## src/scm_cfg.svh

```systemverilog
// Offsets, field positions, reset values and timing counts for the system and mode control block
`ifndef SCM_CFG_SVH
`define SCM_CFG_SVH

// ----------------------------------------
// Register byte addresses
// ----------------------------------------
`define SCM_SYSCTL_ADDR 12'h000
`define SCM_MODECTL_ADDR 12'h004

// ----------------------------------------
// System control fields
// ----------------------------------------
`define SCM_STBY_BIT 7
`define SCM_STS_HI 6
`define SCM_STS_LO 4
`define SCM_RSTSRC_BIT 3
`define SCM_NMIEDGE_BIT 2
`define SCM_HOSTEN_BIT 1
`define SCM_RAMEN_BIT 0
`define SCM_SYSCTL_RESET 8'h09

// ----------------------------------------
// Mode control constant image (bit 7, 6, 5, 2 one; 4, 3 zero)
// ----------------------------------------
`define SCM_MODECTL_FIXED 8'hE4

// ----------------------------------------
// Settling counts in states
// ----------------------------------------
`define SCM_SETTLE_0 32'd8192
`define SCM_SETTLE_1 32'd16384
`define SCM_SETTLE_2 32'd32768
`define SCM_SETTLE_3 32'd65536
`define SCM_SETTLE_4 32'd131072
`define SCM_SETTLE_5 32'd1024

`endif

```

## src/scm_pkg.sv

```systemverilog
// Types shared by the system and mode control block
`default_nettype none
package scm_pkg;
    typedef enum logic [1:0] {
        PWR_RUN,
        PWR_SLEEP,
        PWR_STANDBY,
        PWR_SETTLE
    } scm_pwr_type;

    typedef enum logic [1:0] {
        MODE_NONE,
        MODE_EXP_NOROM,
        MODE_EXP_ROM,
        MODE_SINGLE
    } scm_opmode_type;
endpackage
`default_nettype wire

```

## src/scm_settle_if.sv

```systemverilog
// Link between the control registers and the settling timer
`timescale 1ns/10ps
`default_nettype none
interface scm_settle_if;
    logic start;
    logic [2:0] code;
    logic flashBuild;
    logic busy;
    logic done;
    modport ctrl (output start, output code, output flashBuild, input busy, input done);
    modport timer (input start, input code, input flashBuild, output busy, output done);
endinterface
`default_nettype wire

```

## src/scm_settle_timer.sv

```systemverilog
// Oscillator settling timer used on wake from software standby
`timescale 1ns/10ps
`default_nettype none
`include "scm_cfg.svh"
module scm_settle_timer (
    input wire logic clk,
    input wire logic rst,
    input wire logic ce,
    scm_settle_if.timer st
);
    logic [17:0] cnt_r;
    logic [17:0] cnt_nxt;
    logic busy_r;
    logic busy_nxt;
    logic done_r;
    logic done_nxt;

    // Unused codes fall back to the longest safe time
    function automatic logic [17:0] settleCount(input logic [2:0] c, input logic fl);
        case (c)
            3'h0: settleCount = 18'(`SCM_SETTLE_0);
            3'h1: settleCount = 18'(`SCM_SETTLE_1);
            3'h2: settleCount = 18'(`SCM_SETTLE_2);
            3'h3: settleCount = 18'(`SCM_SETTLE_3);
            3'h4: settleCount = 18'(`SCM_SETTLE_4);
            3'h5: settleCount = fl ? 18'(`SCM_SETTLE_5) : 18'(`SCM_SETTLE_4);
            default: settleCount = 18'(`SCM_SETTLE_4);
        endcase
    endfunction

    always_comb begin
        cnt_nxt = cnt_r;
        busy_nxt = busy_r;
        done_nxt = 1'b0;
        if (st.start) begin
            cnt_nxt = settleCount(st.code, st.flashBuild) - 18'h00001; // RQ4 RQ5
            busy_nxt = 1'b1;
        end else if (busy_r) begin
            if (cnt_r == 18'h00000) begin
                busy_nxt = 1'b0;
                done_nxt = 1'b1;
            end else begin
                cnt_nxt = cnt_r - 18'h00001;
            end
        end
    end

    always_ff @(posedge clk) begin
        if (rst) begin
            cnt_r <= 18'h00000;
            busy_r <= 1'b0;
            done_r <= 1'b0;
        end else if (ce) begin
            cnt_r <= cnt_nxt;
            busy_r <= busy_nxt;
            done_r <= done_nxt;
        end
    end

    assign st.busy = busy_r;
    assign st.done = done_r;

    chk_short_code: assert property (@(posedge clk) disable iff (rst) // RQ5
        (ce && st.start && st.code == 3'h5 && st.flashBuild) |=> (cnt_r == 18'h003FF))
        else $error("flash code 101 did not load 1024 states");
    chk_base_code: assert property (@(posedge clk) disable iff (rst) // RQ4
        (ce && st.start && st.code == 3'h0) |=> (cnt_r == 18'h01FFF))
        else $error("code 000 did not load 8192 states");
endmodule
`default_nettype wire

```

## src/scm_sysmode_ctrl.sv

```systemverilog
// System control and mode control registers with APB access and standby sequencing
// What this block and the software driving it must do
// RQ1: Standby select 0 makes sleep enter sleep; 1 enters software standby; resets 0.
// RQ2: Standby select stays 1 after interrupt wake; clears only by software writing 0.
// RQ3: After interrupt wake from standby, CPU and peripherals halt for the settling time.
// RQ4: Mask ROM codes 000..100 give 8192..131072 states; remaining code unused.
// RQ5: Flash codes 000..100 as mask ROM; 101 gives 1024 states; 11x unused.
// RQ6: Software picks a settling code giving at least 8 ms at its clock.
// RQ7: With slow timer clocks, use code 101 only just before sleep, then restore.
// RQ8: Reset source flag is read-only; external reset sets it, watchdog reset clears it.
// RQ9: Edge select 0 requests NMI on falling edge; 1 on rising; resets 0.
// RQ10: Host port enable 1 activates host slave interface; 0, the reset value, disables.
// RQ11: RAM enable 1 enables RAM; reset sets 1; standby leaves it unchanged.
// RQ12: Without single-supply flash, mode register top bit ignores writes, reads 1.
// RQ13: Mode bits 6,5,2 read 1 and bits 4,3 read 0; writes ignored.
// RQ14: Mode bits 1,0 copy the mode pins, latched whenever the register is read.
// RQ15: Mode pins 01, 10, 11 select expanded no-ROM, expanded ROM, single-chip modes.
// RQ16: In expanded modes, RAM disabled routes on-chip RAM range off-chip.
// RQ17: Writes to read-only reset source and mode pin bits are ignored.
`timescale 1ns/10ps
`default_nettype none
`include "scm_cfg.svh"
module scm_sysmode_ctrl #(
    parameter bit FLASH_BUILD = 1'b0
) (
    input wire logic clk,
    input wire logic rst,
    input wire logic ce,
    input wire logic psel,
    input wire logic penable,
    input wire logic pwrite,
    input wire logic [11:0] paddr,
    input wire logic [31:0] pwdata,
    output logic [31:0] prdata,
    output logic pready,
    output logic pslverr,
    input wire logic watchdogReset,
    input wire logic sleepExec,
    input wire logic extIrqWake,
    input wire logic nmiPin,
    input wire logic mode_pin_hi,
    input wire logic mode_pin_lo,
    output logic cpuHalt,
    output logic periphHalt,
    output logic periphInit,
    output logic nmiRequest,
    output logic host_port_enable,
    output logic onchip_ram_enable,
    output logic ramRouteOffchip,
    output logic [1:0] opMode
);
    // ----------------------------------------
    // State
    // ----------------------------------------
    logic [7:0] sysCtl_r;
    logic [7:0] sysCtl_nxt;
    logic [1:0] modeImg_r;
    logic [1:0] modeImg_nxt;
    logic rstSeen_r;
    logic rstSeen_nxt;
    scm_pkg::scm_pwr_type pwr_r;
    scm_pkg::scm_pwr_type pwr_nxt;
    logic [31:0] prdata_r;
    logic [31:0] prdata_nxt;
    logic pready_r;
    logic pready_nxt;
    logic pslverr_r;
    logic pslverr_nxt;
    logic cpuHalt_r;
    logic cpuHalt_nxt;
    logic periphHalt_r;
    logic periphHalt_nxt;
    logic periphInit_r;
    logic periphInit_nxt;
    logic nmiReq_r;
    logic nmiReq_nxt;
    logic ramRoute_r;
    logic ramRoute_nxt;
    logic [1:0] opMode_r;
    logic [1:0] opMode_nxt;
    logic nmiMeta_r;
    logic nmiSync_r;
    logic nmiPrev_r;
    logic [1:0] modeMeta_r;
    logic [1:0] modeSync_r;
    logic wdMeta_r;
    logic wdSync_r;
    logic setupWin;
    logic accessWr;
    logic accessRd;
    logic hitSys;
    logic hitMode;

    scm_settle_if st();

    scm_settle_timer u_timer (
        .clk(clk),
        .rst(rst),
        .ce(ce),
        .st(st)
    );

    // ----------------------------------------
    // Pin synchronisers
    // ----------------------------------------
    always_ff @(posedge clk) begin
        if (rst) begin
            nmiMeta_r <= 1'b1;
            nmiSync_r <= 1'b1;
            nmiPrev_r <= 1'b1;
            modeMeta_r <= 2'h3;
            modeSync_r <= 2'h3;
        end else if (ce) begin
            nmiMeta_r <= nmiPin;
            nmiSync_r <= nmiMeta_r;
            nmiPrev_r <= nmiSync_r;
            modeMeta_r <= {mode_pin_hi, mode_pin_lo};
            modeSync_r <= modeMeta_r;
        end
    end

    // Reset cause keeps sampling through reset, else the flag could never see a watchdog reset
    always_ff @(posedge clk) begin
        if (ce) begin
            wdMeta_r <= watchdogReset;
            wdSync_r <= wdMeta_r;
        end
    end

    // ----------------------------------------
    // Bus decode
    // ----------------------------------------
    // One wait state: pready rises in the second access cycle
    assign setupWin = psel && penable && !pready_r;
    assign accessWr = setupWin && pwrite;
    assign accessRd = setupWin && !pwrite;
    assign hitSys = (paddr == `SCM_SYSCTL_ADDR);
    assign hitMode = (paddr == `SCM_MODECTL_ADDR);

    always_comb begin
        sysCtl_nxt = sysCtl_r;
        modeImg_nxt = modeImg_r;
        rstSeen_nxt = 1'b1;
        prdata_nxt = prdata_r;
        pready_nxt = setupWin;
        pslverr_nxt = 1'b0;
        if (!rstSeen_r) begin
            // Reset source caught after release; watchdog clears, external sets
            sysCtl_nxt[`SCM_RSTSRC_BIT] = !wdSync_r; // RQ8
        end
        if (accessWr && hitSys) begin
            sysCtl_nxt[7:4] = pwdata[7:4]; // RQ1 RQ2
            sysCtl_nxt[2:0] = pwdata[2:0]; // RQ9 RQ10 RQ11 RQ17
        end
        if (accessRd && hitMode) begin
            modeImg_nxt = modeSync_r; // RQ14
        end
        if (setupWin) begin
            pslverr_nxt = !(hitSys || hitMode);
            if (!pwrite) begin
                if (hitSys) begin
                    prdata_nxt = {24'h000000, sysCtl_r};
                end else if (hitMode) begin
                    prdata_nxt = {24'h000000, `SCM_MODECTL_FIXED | {6'h00, modeSync_r}}; // RQ12 RQ13 RQ14
                end else begin
                    prdata_nxt = 32'h00000000;
                end
            end
        end
    end

    // ----------------------------------------
    // Power sequencing
    // ----------------------------------------
    assign st.code = sysCtl_r[`SCM_STS_HI:`SCM_STS_LO];
    assign st.flashBuild = FLASH_BUILD;
    assign st.start = (pwr_r == scm_pkg::PWR_STANDBY) && extIrqWake; // RQ3

    always_comb begin
        pwr_nxt = pwr_r;
        cpuHalt_nxt = 1'b0;
        periphHalt_nxt = 1'b0;
        periphInit_nxt = 1'b0;
        case (pwr_r)
            scm_pkg::PWR_RUN: begin
                if (sleepExec) begin
                    pwr_nxt = sysCtl_r[`SCM_STBY_BIT] ? scm_pkg::PWR_STANDBY : scm_pkg::PWR_SLEEP; // RQ1
                end
            end
            scm_pkg::PWR_SLEEP: begin
                if (extIrqWake) begin
                    pwr_nxt = scm_pkg::PWR_RUN;
                end
            end
            scm_pkg::PWR_STANDBY: begin
                if (extIrqWake) begin
                    pwr_nxt = scm_pkg::PWR_SETTLE;
                end
            end
            scm_pkg::PWR_SETTLE: begin
                if (st.done) begin
                    pwr_nxt = scm_pkg::PWR_RUN;
                end
            end
            default: pwr_nxt = scm_pkg::PWR_RUN;
        endcase
        // Onchip RAM enable is not touched by standby entry
        cpuHalt_nxt = (pwr_nxt != scm_pkg::PWR_RUN); // RQ3
        periphHalt_nxt = (pwr_nxt == scm_pkg::PWR_STANDBY) || (pwr_nxt == scm_pkg::PWR_SETTLE); // RQ3 RQ11
        periphInit_nxt = (pwr_nxt == scm_pkg::PWR_STANDBY);
    end

    // ----------------------------------------
    // Derived outputs
    // ----------------------------------------
    always_comb begin
        nmiReq_nxt = sysCtl_r[`SCM_NMIEDGE_BIT] ? (nmiSync_r && !nmiPrev_r)
                                                : (!nmiSync_r && nmiPrev_r); // RQ9
        opMode_nxt = modeSync_r; // RQ15
        ramRoute_nxt = !sysCtl_r[`SCM_RAMEN_BIT] &&
                       (modeSync_r == 2'h1 || modeSync_r == 2'h2); // RQ16
    end

    always_ff @(posedge clk) begin
        if (rst) begin
            sysCtl_r <= `SCM_SYSCTL_RESET;
            modeImg_r <= 2'h3;
            rstSeen_r <= 1'b0;
            pwr_r <= scm_pkg::PWR_RUN;
            prdata_r <= 32'h00000000;
            pready_r <= 1'b0;
            pslverr_r <= 1'b0;
            cpuHalt_r <= 1'b0;
            periphHalt_r <= 1'b0;
            periphInit_r <= 1'b0;
            nmiReq_r <= 1'b0;
            ramRoute_r <= 1'b0;
            opMode_r <= 2'h3;
        end else if (ce) begin
            sysCtl_r <= sysCtl_nxt;
            modeImg_r <= modeImg_nxt;
            rstSeen_r <= rstSeen_nxt;
            pwr_r <= pwr_nxt;
            prdata_r <= prdata_nxt;
            pready_r <= pready_nxt;
            pslverr_r <= pslverr_nxt;
            cpuHalt_r <= cpuHalt_nxt;
            periphHalt_r <= periphHalt_nxt;
            periphInit_r <= periphInit_nxt;
            nmiReq_r <= nmiReq_nxt;
            ramRoute_r <= ramRoute_nxt;
            opMode_r <= opMode_nxt;
        end
    end

    assign prdata = prdata_r;
    assign pready = pready_r;
    assign pslverr = pslverr_r;
    assign cpuHalt = cpuHalt_r;
    assign periphHalt = periphHalt_r;
    assign periphInit = periphInit_r;
    assign nmiRequest = nmiReq_r;
    assign host_port_enable = sysCtl_r[`SCM_HOSTEN_BIT]; // RQ10
    assign onchip_ram_enable = sysCtl_r[`SCM_RAMEN_BIT]; // RQ11
    assign ramRouteOffchip = ramRoute_r;
    assign opMode = opMode_r;

    // ----------------------------------------
    // Checks
    // ----------------------------------------
    chk_sleep_select: assert property (@(posedge clk) disable iff (rst) // RQ1
        (ce && pwr_r == scm_pkg::PWR_RUN && sleepExec) |=>
        (pwr_r == (sysCtl_r[`SCM_STBY_BIT] ? scm_pkg::PWR_STANDBY : scm_pkg::PWR_SLEEP)))
        else $error("sleep entered wrong power mode");
    chk_standby_sticky: assert property (@(posedge clk) disable iff (rst) // RQ2
        (ce && pwr_r == scm_pkg::PWR_SETTLE && st.done) |=> sysCtl_r[`SCM_STBY_BIT] == $past(sysCtl_r[`SCM_STBY_BIT]))
        else $error("standby select changed on wake");
    chk_settle_halt: assert property (@(posedge clk) disable iff (rst) // RQ3
        (pwr_r == scm_pkg::PWR_SETTLE) |-> (cpuHalt && periphHalt))
        else $error("resumed before settling ended");
    chk_rstsrc_ro: assert property (@(posedge clk) disable iff (rst) // RQ17
        (ce && rstSeen_r && accessWr && hitSys) |=> $stable(sysCtl_r[`SCM_RSTSRC_BIT]))
        else $error("reset source flag was written");
    chk_nmi_falling: assert property (@(posedge clk) disable iff (rst) // RQ9
        (ce && !sysCtl_r[`SCM_NMIEDGE_BIT] && nmiPrev_r && !nmiSync_r) |=> nmiRequest)
        else $error("falling nmi edge missed");
    chk_mode_fixed: assert property (@(posedge clk) disable iff (rst) // RQ13
        (ce && accessRd && hitMode) |=> (prdata[7:2] == 6'h39))
        else $error("mode fixed bits wrong");
    chk_ram_route: assert property (@(posedge clk) disable iff (rst) // RQ16
        (ce && modeSync_r == 2'h3) |=> !ramRouteOffchip)
        else $error("single-chip mode routed RAM off-chip");
    chk_ram_reset: assert property (@(posedge clk) // RQ11
        rst |=> onchip_ram_enable)
        else $error("RAM enable not set by reset");
    chk_settle_busy: assert property (@(posedge clk) disable iff (rst) // RQ3
        (pwr_r == scm_pkg::PWR_SETTLE) |-> (st.busy || st.done))
        else $error("settling timer idle while halted");
    chk_nmi_rising: assert property (@(posedge clk) disable iff (rst) // RQ9
        (ce && sysCtl_r[`SCM_NMIEDGE_BIT] && !nmiPrev_r && nmiSync_r) |=> nmiRequest)
        else $error("rising nmi edge missed");
    chk_stby_hold: assert property (@(posedge clk) disable iff (rst) // RQ2
        (ce && !(accessWr && hitSys)) |=> $stable(sysCtl_r[`SCM_STBY_BIT]))
        else $error("standby select changed without a write");
    chk_sleep_periph: assert property (@(posedge clk) disable iff (rst) // RQ1
        (pwr_r == scm_pkg::PWR_SLEEP) |-> !periphHalt)
        else $error("peripherals halted in sleep");
    chk_mode_latch: assert property (@(posedge clk) disable iff (rst) // RQ14
        (ce && accessRd && hitMode) |=> (modeImg_r == prdata[1:0]))
        else $error("mode pin image not latched on read");
endmodule
`default_nettype wire

```

## config.mk

```make
export PLATFORM = sky130hd
export DESIGN_NAME = scm_sysmode_ctrl
export DESIGN_NICKNAME = d
export VERILOG_FILES = /design/src/scm_pkg.sv /design/src/scm_settle_if.sv /design/src/scm_settle_timer.sv /design/src/scm_sysmode_ctrl.sv
export VERILOG_INCLUDE_DIRS = /design/src
export SDC_FILE = /design/constraint.sdc
export NUM_CORES = 1
export LEC_CHECK = 0
export ABC_AREA = 0
export BUFFER_PORTS_ARGS = -buffer_cell sky130_fd_sc_hd__buf_2
export CORE_MARGIN = 4
export CORE_UTILIZATION = 54
export DETAILED_ROUTE_END_ITERATION = 12
export HOLD_SLACK_MARGIN = 0.12
export PLACE_DENSITY_LB_ADDON = 0.25
export SYNTH_ARGS = -nofsm -noshare
export SYNTH_HDL_FRONTEND = slang
export SYNTH_HIERARCHICAL = 1
export SYNTH_SLANG_ARGS = --single-unit
export TNS_END_PERCENT = 100
```

## constraint.sdc

```tcl
create_clock -name clk -period 4.4 [get_ports clk]
set_input_delay 0.22 -clock clk [delete_from_list [all_inputs] [get_ports clk]]
set_output_delay 0.22 -clock clk [all_outputs]
set_load 0.03 [all_outputs]
```

---- Yosys cells after proc, flatten, opt, wreduce, memory -nomap -nowiden ----
Index checks and enable logic that the tools add are counted.
cells by class
  mux-type cells .......................... 21
  reductions and logical operators ........ 27
  equal/unequal tests ..................... 12
  bitwise logic cells ..................... 2
  add/sub/neg operators ................... 2
operators by type and width
  cell                   count
  $mux 18                4
  $pmux 18 s4            1
  $sub 18x1->18 const B  2
  $logic_not 18->1       1
  $mux 8                 2
  $eq 12x3->1 const B    1
  $logic_not 12->1       1
  $eq 2x2->1 const B     5
  $mux 2                 5
  $logic_and 1x1->1      8
  $mux 1                 8
  $pmux 2 s4             1
  $eq 3x2->1 const B     2
  $logic_not 1->1        6
  $reduce_and 3->1       2
  $eq 2x1->1 const B     2
  $reduce_and 2->1       2
  $reduce_bool 2->1      2
  $eq 3x1->1 const B     1
  $logic_not 3->1        1
  $logic_or 1x1->1       3
  $logic_not 2->1        1
  $ne 2x2->1 const B     1
  $not 1->1              2
word-level totals
  register bits after elaboration ......... 81
  output and inout bits ................... 43
  bits of input ports ..................... 56
  logic and storage cells ................. 87

---- Logic depth before layout (Yosys ltp) ----
  depth after elaboration ................. 5
  depth in mapped cells ................... 10
  gate-level depth less buffers ........... 9

---- Cells and area by module ----
The synthesis kept the hierarchy.
modules (own cells, without submodules)
  module            times used  seq. area each (µm²)  cells each  area an instance (µm²)
  scm_sysmode_ctrl  1           760.7                 187         1,705.4
  scm_settle_timer  1           400.4                 155         1,253.7

---- Least setup slack after synthesis ----
Ideal clock, no wire load.
  kind .................................... register to register
  start point ............................. register pwr_r[1]
  end point ............................... register u_timer.cnt_r[14]
  buffers on the path ..................... 2
  cell stages (with the launch flop) ...... 11
  required time ........................... 4.283 ns
  arrival time ............................ 1.906 ns
  period minus slack after synthesis ...... 2.023 ns
  setup slack ............................. 2.377 ns
  library setup time ...................... 0.117 ns
  path through ............................ dfxtp_1 nand2_1 nor2_1 inv_1 buf_6 nand2_1 ha_1 clkbuf_1 o211ai_1 xor2_1 a22o_1
between the ends
  longest elaborated chain between the ends .. 4
  elaborated cells between the ends (all ways) .. 6
  classes of those cells .................. eq/ne (2); mux (1); reduce/logical (3)
ends and longest elaborated chain
  element                                                                  line                     RTL
  from (decl)                                                              scm_sysmode_ctrl.sv:61   scm_pkg::scm_pwr_type pwr_r;
  from (signal assigned)                                                   scm_sysmode_ctrl.sv:229  pwr_r <= scm_pkg::PWR_RUN;
  from (signal assigned)                                                   scm_sysmode_ctrl.sv:243  pwr_r <= pwr_nxt;
  $eq 2x2->1 *                                                             scm_sysmode_ctrl.sv:177  assign st.start = (pwr_r == scm_pkg::PWR_STANDBY) && extIrqWake;
  $logic_and 1x1->1 *                                                      scm_sysmode_ctrl.sv:177
  net st.start                                                             scm_settle_if.sv:5       logic start;
  $ne 2x2->1 (no source line) / $reduce_bool 2->1 (equally long branches)  --
  $reduce_and 3->1 (no source line)                                        --
  to (signal assigned)                                                     scm_settle_timer.sv:54   cnt_r <= cnt_nxt;
  to (decl)                                                                scm_settle_timer.sv:11   logic [17:0] cnt_r;
Mark *: on every way through the listed nets, which the timed path passes. The rest lies on a longest branch.
A chain may end at the register's enable or synchronous reset.

---- Worst setup path after layout ----
  start point ............................. register pwr_r[1]
  end point ............................... register u_timer.cnt_r[7]
Same word-level chain as after synthesis.

==> flow_summary_export.csv <==
group,metric,value,unit
setup_path,cp_data_required_time,4.64,ns
global_route,grt_start_max_net_pins,37,
setup_path,r2r_slack,1.83,ns
placed_design,gp_congestion,0.850,
setup_path,reg2reg_depth,7,
clock_tree,post-cts-setup-buffers,0,
power,powerDensity,381,nW/µm²
synth,synth-seq-area-share,0.392,
synth,synth_top_area_frac,0.372,
cells_and_area,area_delta_synth_final,13.5,%
setup_path,cp.arrival,2.81,ns
sta,min_period,2.57,ns
setup_path,endpoint_kind,"flop",
synth,yosys.cell_types.count,57,
sta,slew_headroom,0.268,
setup_path,start_kind,"flop",
synth,async_flop_share,0,
sta,max_freq,0.390,GHz
placed_design,dp_hpwl,4520,µm
clock_tree,cts_root_buffer,"clkbuf_8",
synth,synth.most_common_cell,"dfxtp_1",
clock_tree,tritoncts,"done",
sta,whs,0.147,ns
clock_tree,holdBufCountCts,4,
run,max-cap-violations,0,
placed_design,io_buffers,49,
setup_path,criticalPathCategory,"reg -> reg",
detailed_routing,wl,6550,µm
floorplan,io_pins,99,
global_route,track_usage,0.206,
synth,ys.flop_type,"dfxtp_1",
power,irDropWorstVdd,0.281,mV
detailed_routing,dr.pass1.iters,4,
synth,ys_seq_elements,57,
sta,finalSetupViolations,0,
global_route,antenna_found_initial,0,
setup_path,worstPathMaxFanout,24,
clock_tree,cts_resized,0,
clock_tree,cts.sinks,57,
global_route,grt_pass1_vias,2380,
clock_tree,clk_path_buf_depth,2,
sta,clock_skew,0.00862,ns
sta,finalCritPeriodShare,0.583,
synth,syn_avg_cell_area,8.65,µm²
worst_hold_path,worstHoldPathCells,3,
synth,synthCells,342,
synth,ys_warn_count,6,
detailed_routing,wl_per_cell,14.1,µm
sta,rsz0062_at_grt,"false",
cells_and_area,drive_gt1_frac,0.200,
sta,fin_tns_setup,0,ns
sta,maxSlewViolCount,0,
cells_and_area,antenna_cells,0,
sta,hold_viol_final,0,
cells_and_area,final_nets,447,
detailed_routing,vias_per_cell,5.55,
clock_tree,htree_levels,3,
detailed_routing,drc_errors,0,
synth,synth_edf_count,2,
power,total_leakage_power,0.00136,µW
synth,synth_common_cells,"dfxtp_1 (55), a21oi_1 (35), nand2_1 (31), buf_4 (26), nor2_1 (24)",
sta,worstMarginPinSlew,1.09,ns
synth,synthTopCellsByArea,"dfxtp_1 (37%), buf_4 (6.6%), a21oi_1 (5.9%)",
synth,syn_area,2960,µm²
detailed_routing,drtIter0Drc,127,
floorplan,rows,26,
floorplan,die_area,6730,µm²
worst_hold_path,worstHoldPathType,"in -> reg",
floorplan,start_util,0.569,
global_route,grt.overflow.total,0,
outcome,status,"complete, no violations",
synth,synth_top_area_cell,"dfxtp_1",
floorplan,die_x,82.0,µm
detailed_routing,vias,2579,
clock_tree,clk_pin_slew,0.07,ns
detailed_routing,ant_nets,0,
floorplan,core_area,5200,µm²
floorplan,die_y,82.0,µm
clock_tree,clk_latency,0.33,ns
global_route,grt_pass1_wl,10700,µm
clock_tree,cts_buffers,9,
## flip-flops by register name (all words and copies together) (netlist names), 2 cells and up
register,flops
modeSync_r,2
u_timer/cnt_r,18
prdata,8
pwr_r,2
modeMeta_r,2
sysCtl_r,8
opMode,2
## placed cells by master (no fill, tap or decap), types with 6 or more instances in the layout
master / n
o21ai_0: 22
o211ai_1: 9
clkbuf_8: 9
inv_1: 6
conb_1: 26
buf_2: 49
nand3_1: 13
nand2_1: 31
nor2_1: 24
nor3_1: 9
a21oi_1: 35
mux2i_1: 12
dfxtp_1: 55
## cells by family after synthesis
logic type / synth area share
buf+inv: 0.105
fa+ha+maj: 0.00423
mux: 0.0444
flops: 0.392
compound gates: 0.219
xor+xnor: 0.0178
other cells: 0.00127
simple gates: 0.216
## stage by stage
step / util / worst slack (ns) / area, µm² / std cells / total power, µW
6_report: 0.645 / 1.83 / 3360 / 465 / 1280
5_1_grt: 0.645 / 1.52 / 3360 / 465 / 1340
4_1_cts: 0.645 / 1.86 / 3360 / 465 / 1290
3_5_place_dp: 0.597 / 1.87 / 3110 / 445 / 760
3_3_place_gp: 0.597 / 1.91 / 3110 / 445 / 757
2_1_floorplan: - / 2.38 / 3050 / 367 / 735
## cell type report
type	count	area, µm²
Clock buffer	10	128
Clock inverter	6	82.6
Inverter	7	26.3
Tap cell	70	87.6
Timing Repair Buffer	54	293
Fill cell	446	1850
Multi-Input combinational cell	261	1580
Sequential cell	57	1160
## power breakdown
group          internal [µW]  switching, µW
logic                   78.2            129
clock network            315            211
registers                535           12.3
## final timing paths
kind	from	to
max	pwr_r[1]	u_timer/cnt_r[7]
min	pwdata[1]	sysCtl_r[1]
max reg2reg	pwr_r[1]	u_timer/cnt_r[7]
min reg2reg	wdMeta_r	wdSync_r
## worst max-delay path, cell delays in order, from the launching register on
cell,delay [ns]
dfxtp_1,0.43
nand2_1,0.07
nor2_1,0.09
buf_4,0.26
o21ai_0,0.27
a31oi_1,0.91
a21oi_1,0.13
a311oi_1,0.30
## metal layers
| metal | vias up | GRT usage | part of all wire |
|---|---|---|---|
| met4 | 0 | 0.0698 | 0.0066 |
| met3 | 6 | 0.0614 | 0.051 |
| met1 | 1210 | 0.245 | 0.43 |
| met5 | - | 0 | 0 |
| li1 | 1288 | - | - |
| met2 | 75 | 0.352 | 0.51 |
Power figures use the tool's default switching activity.
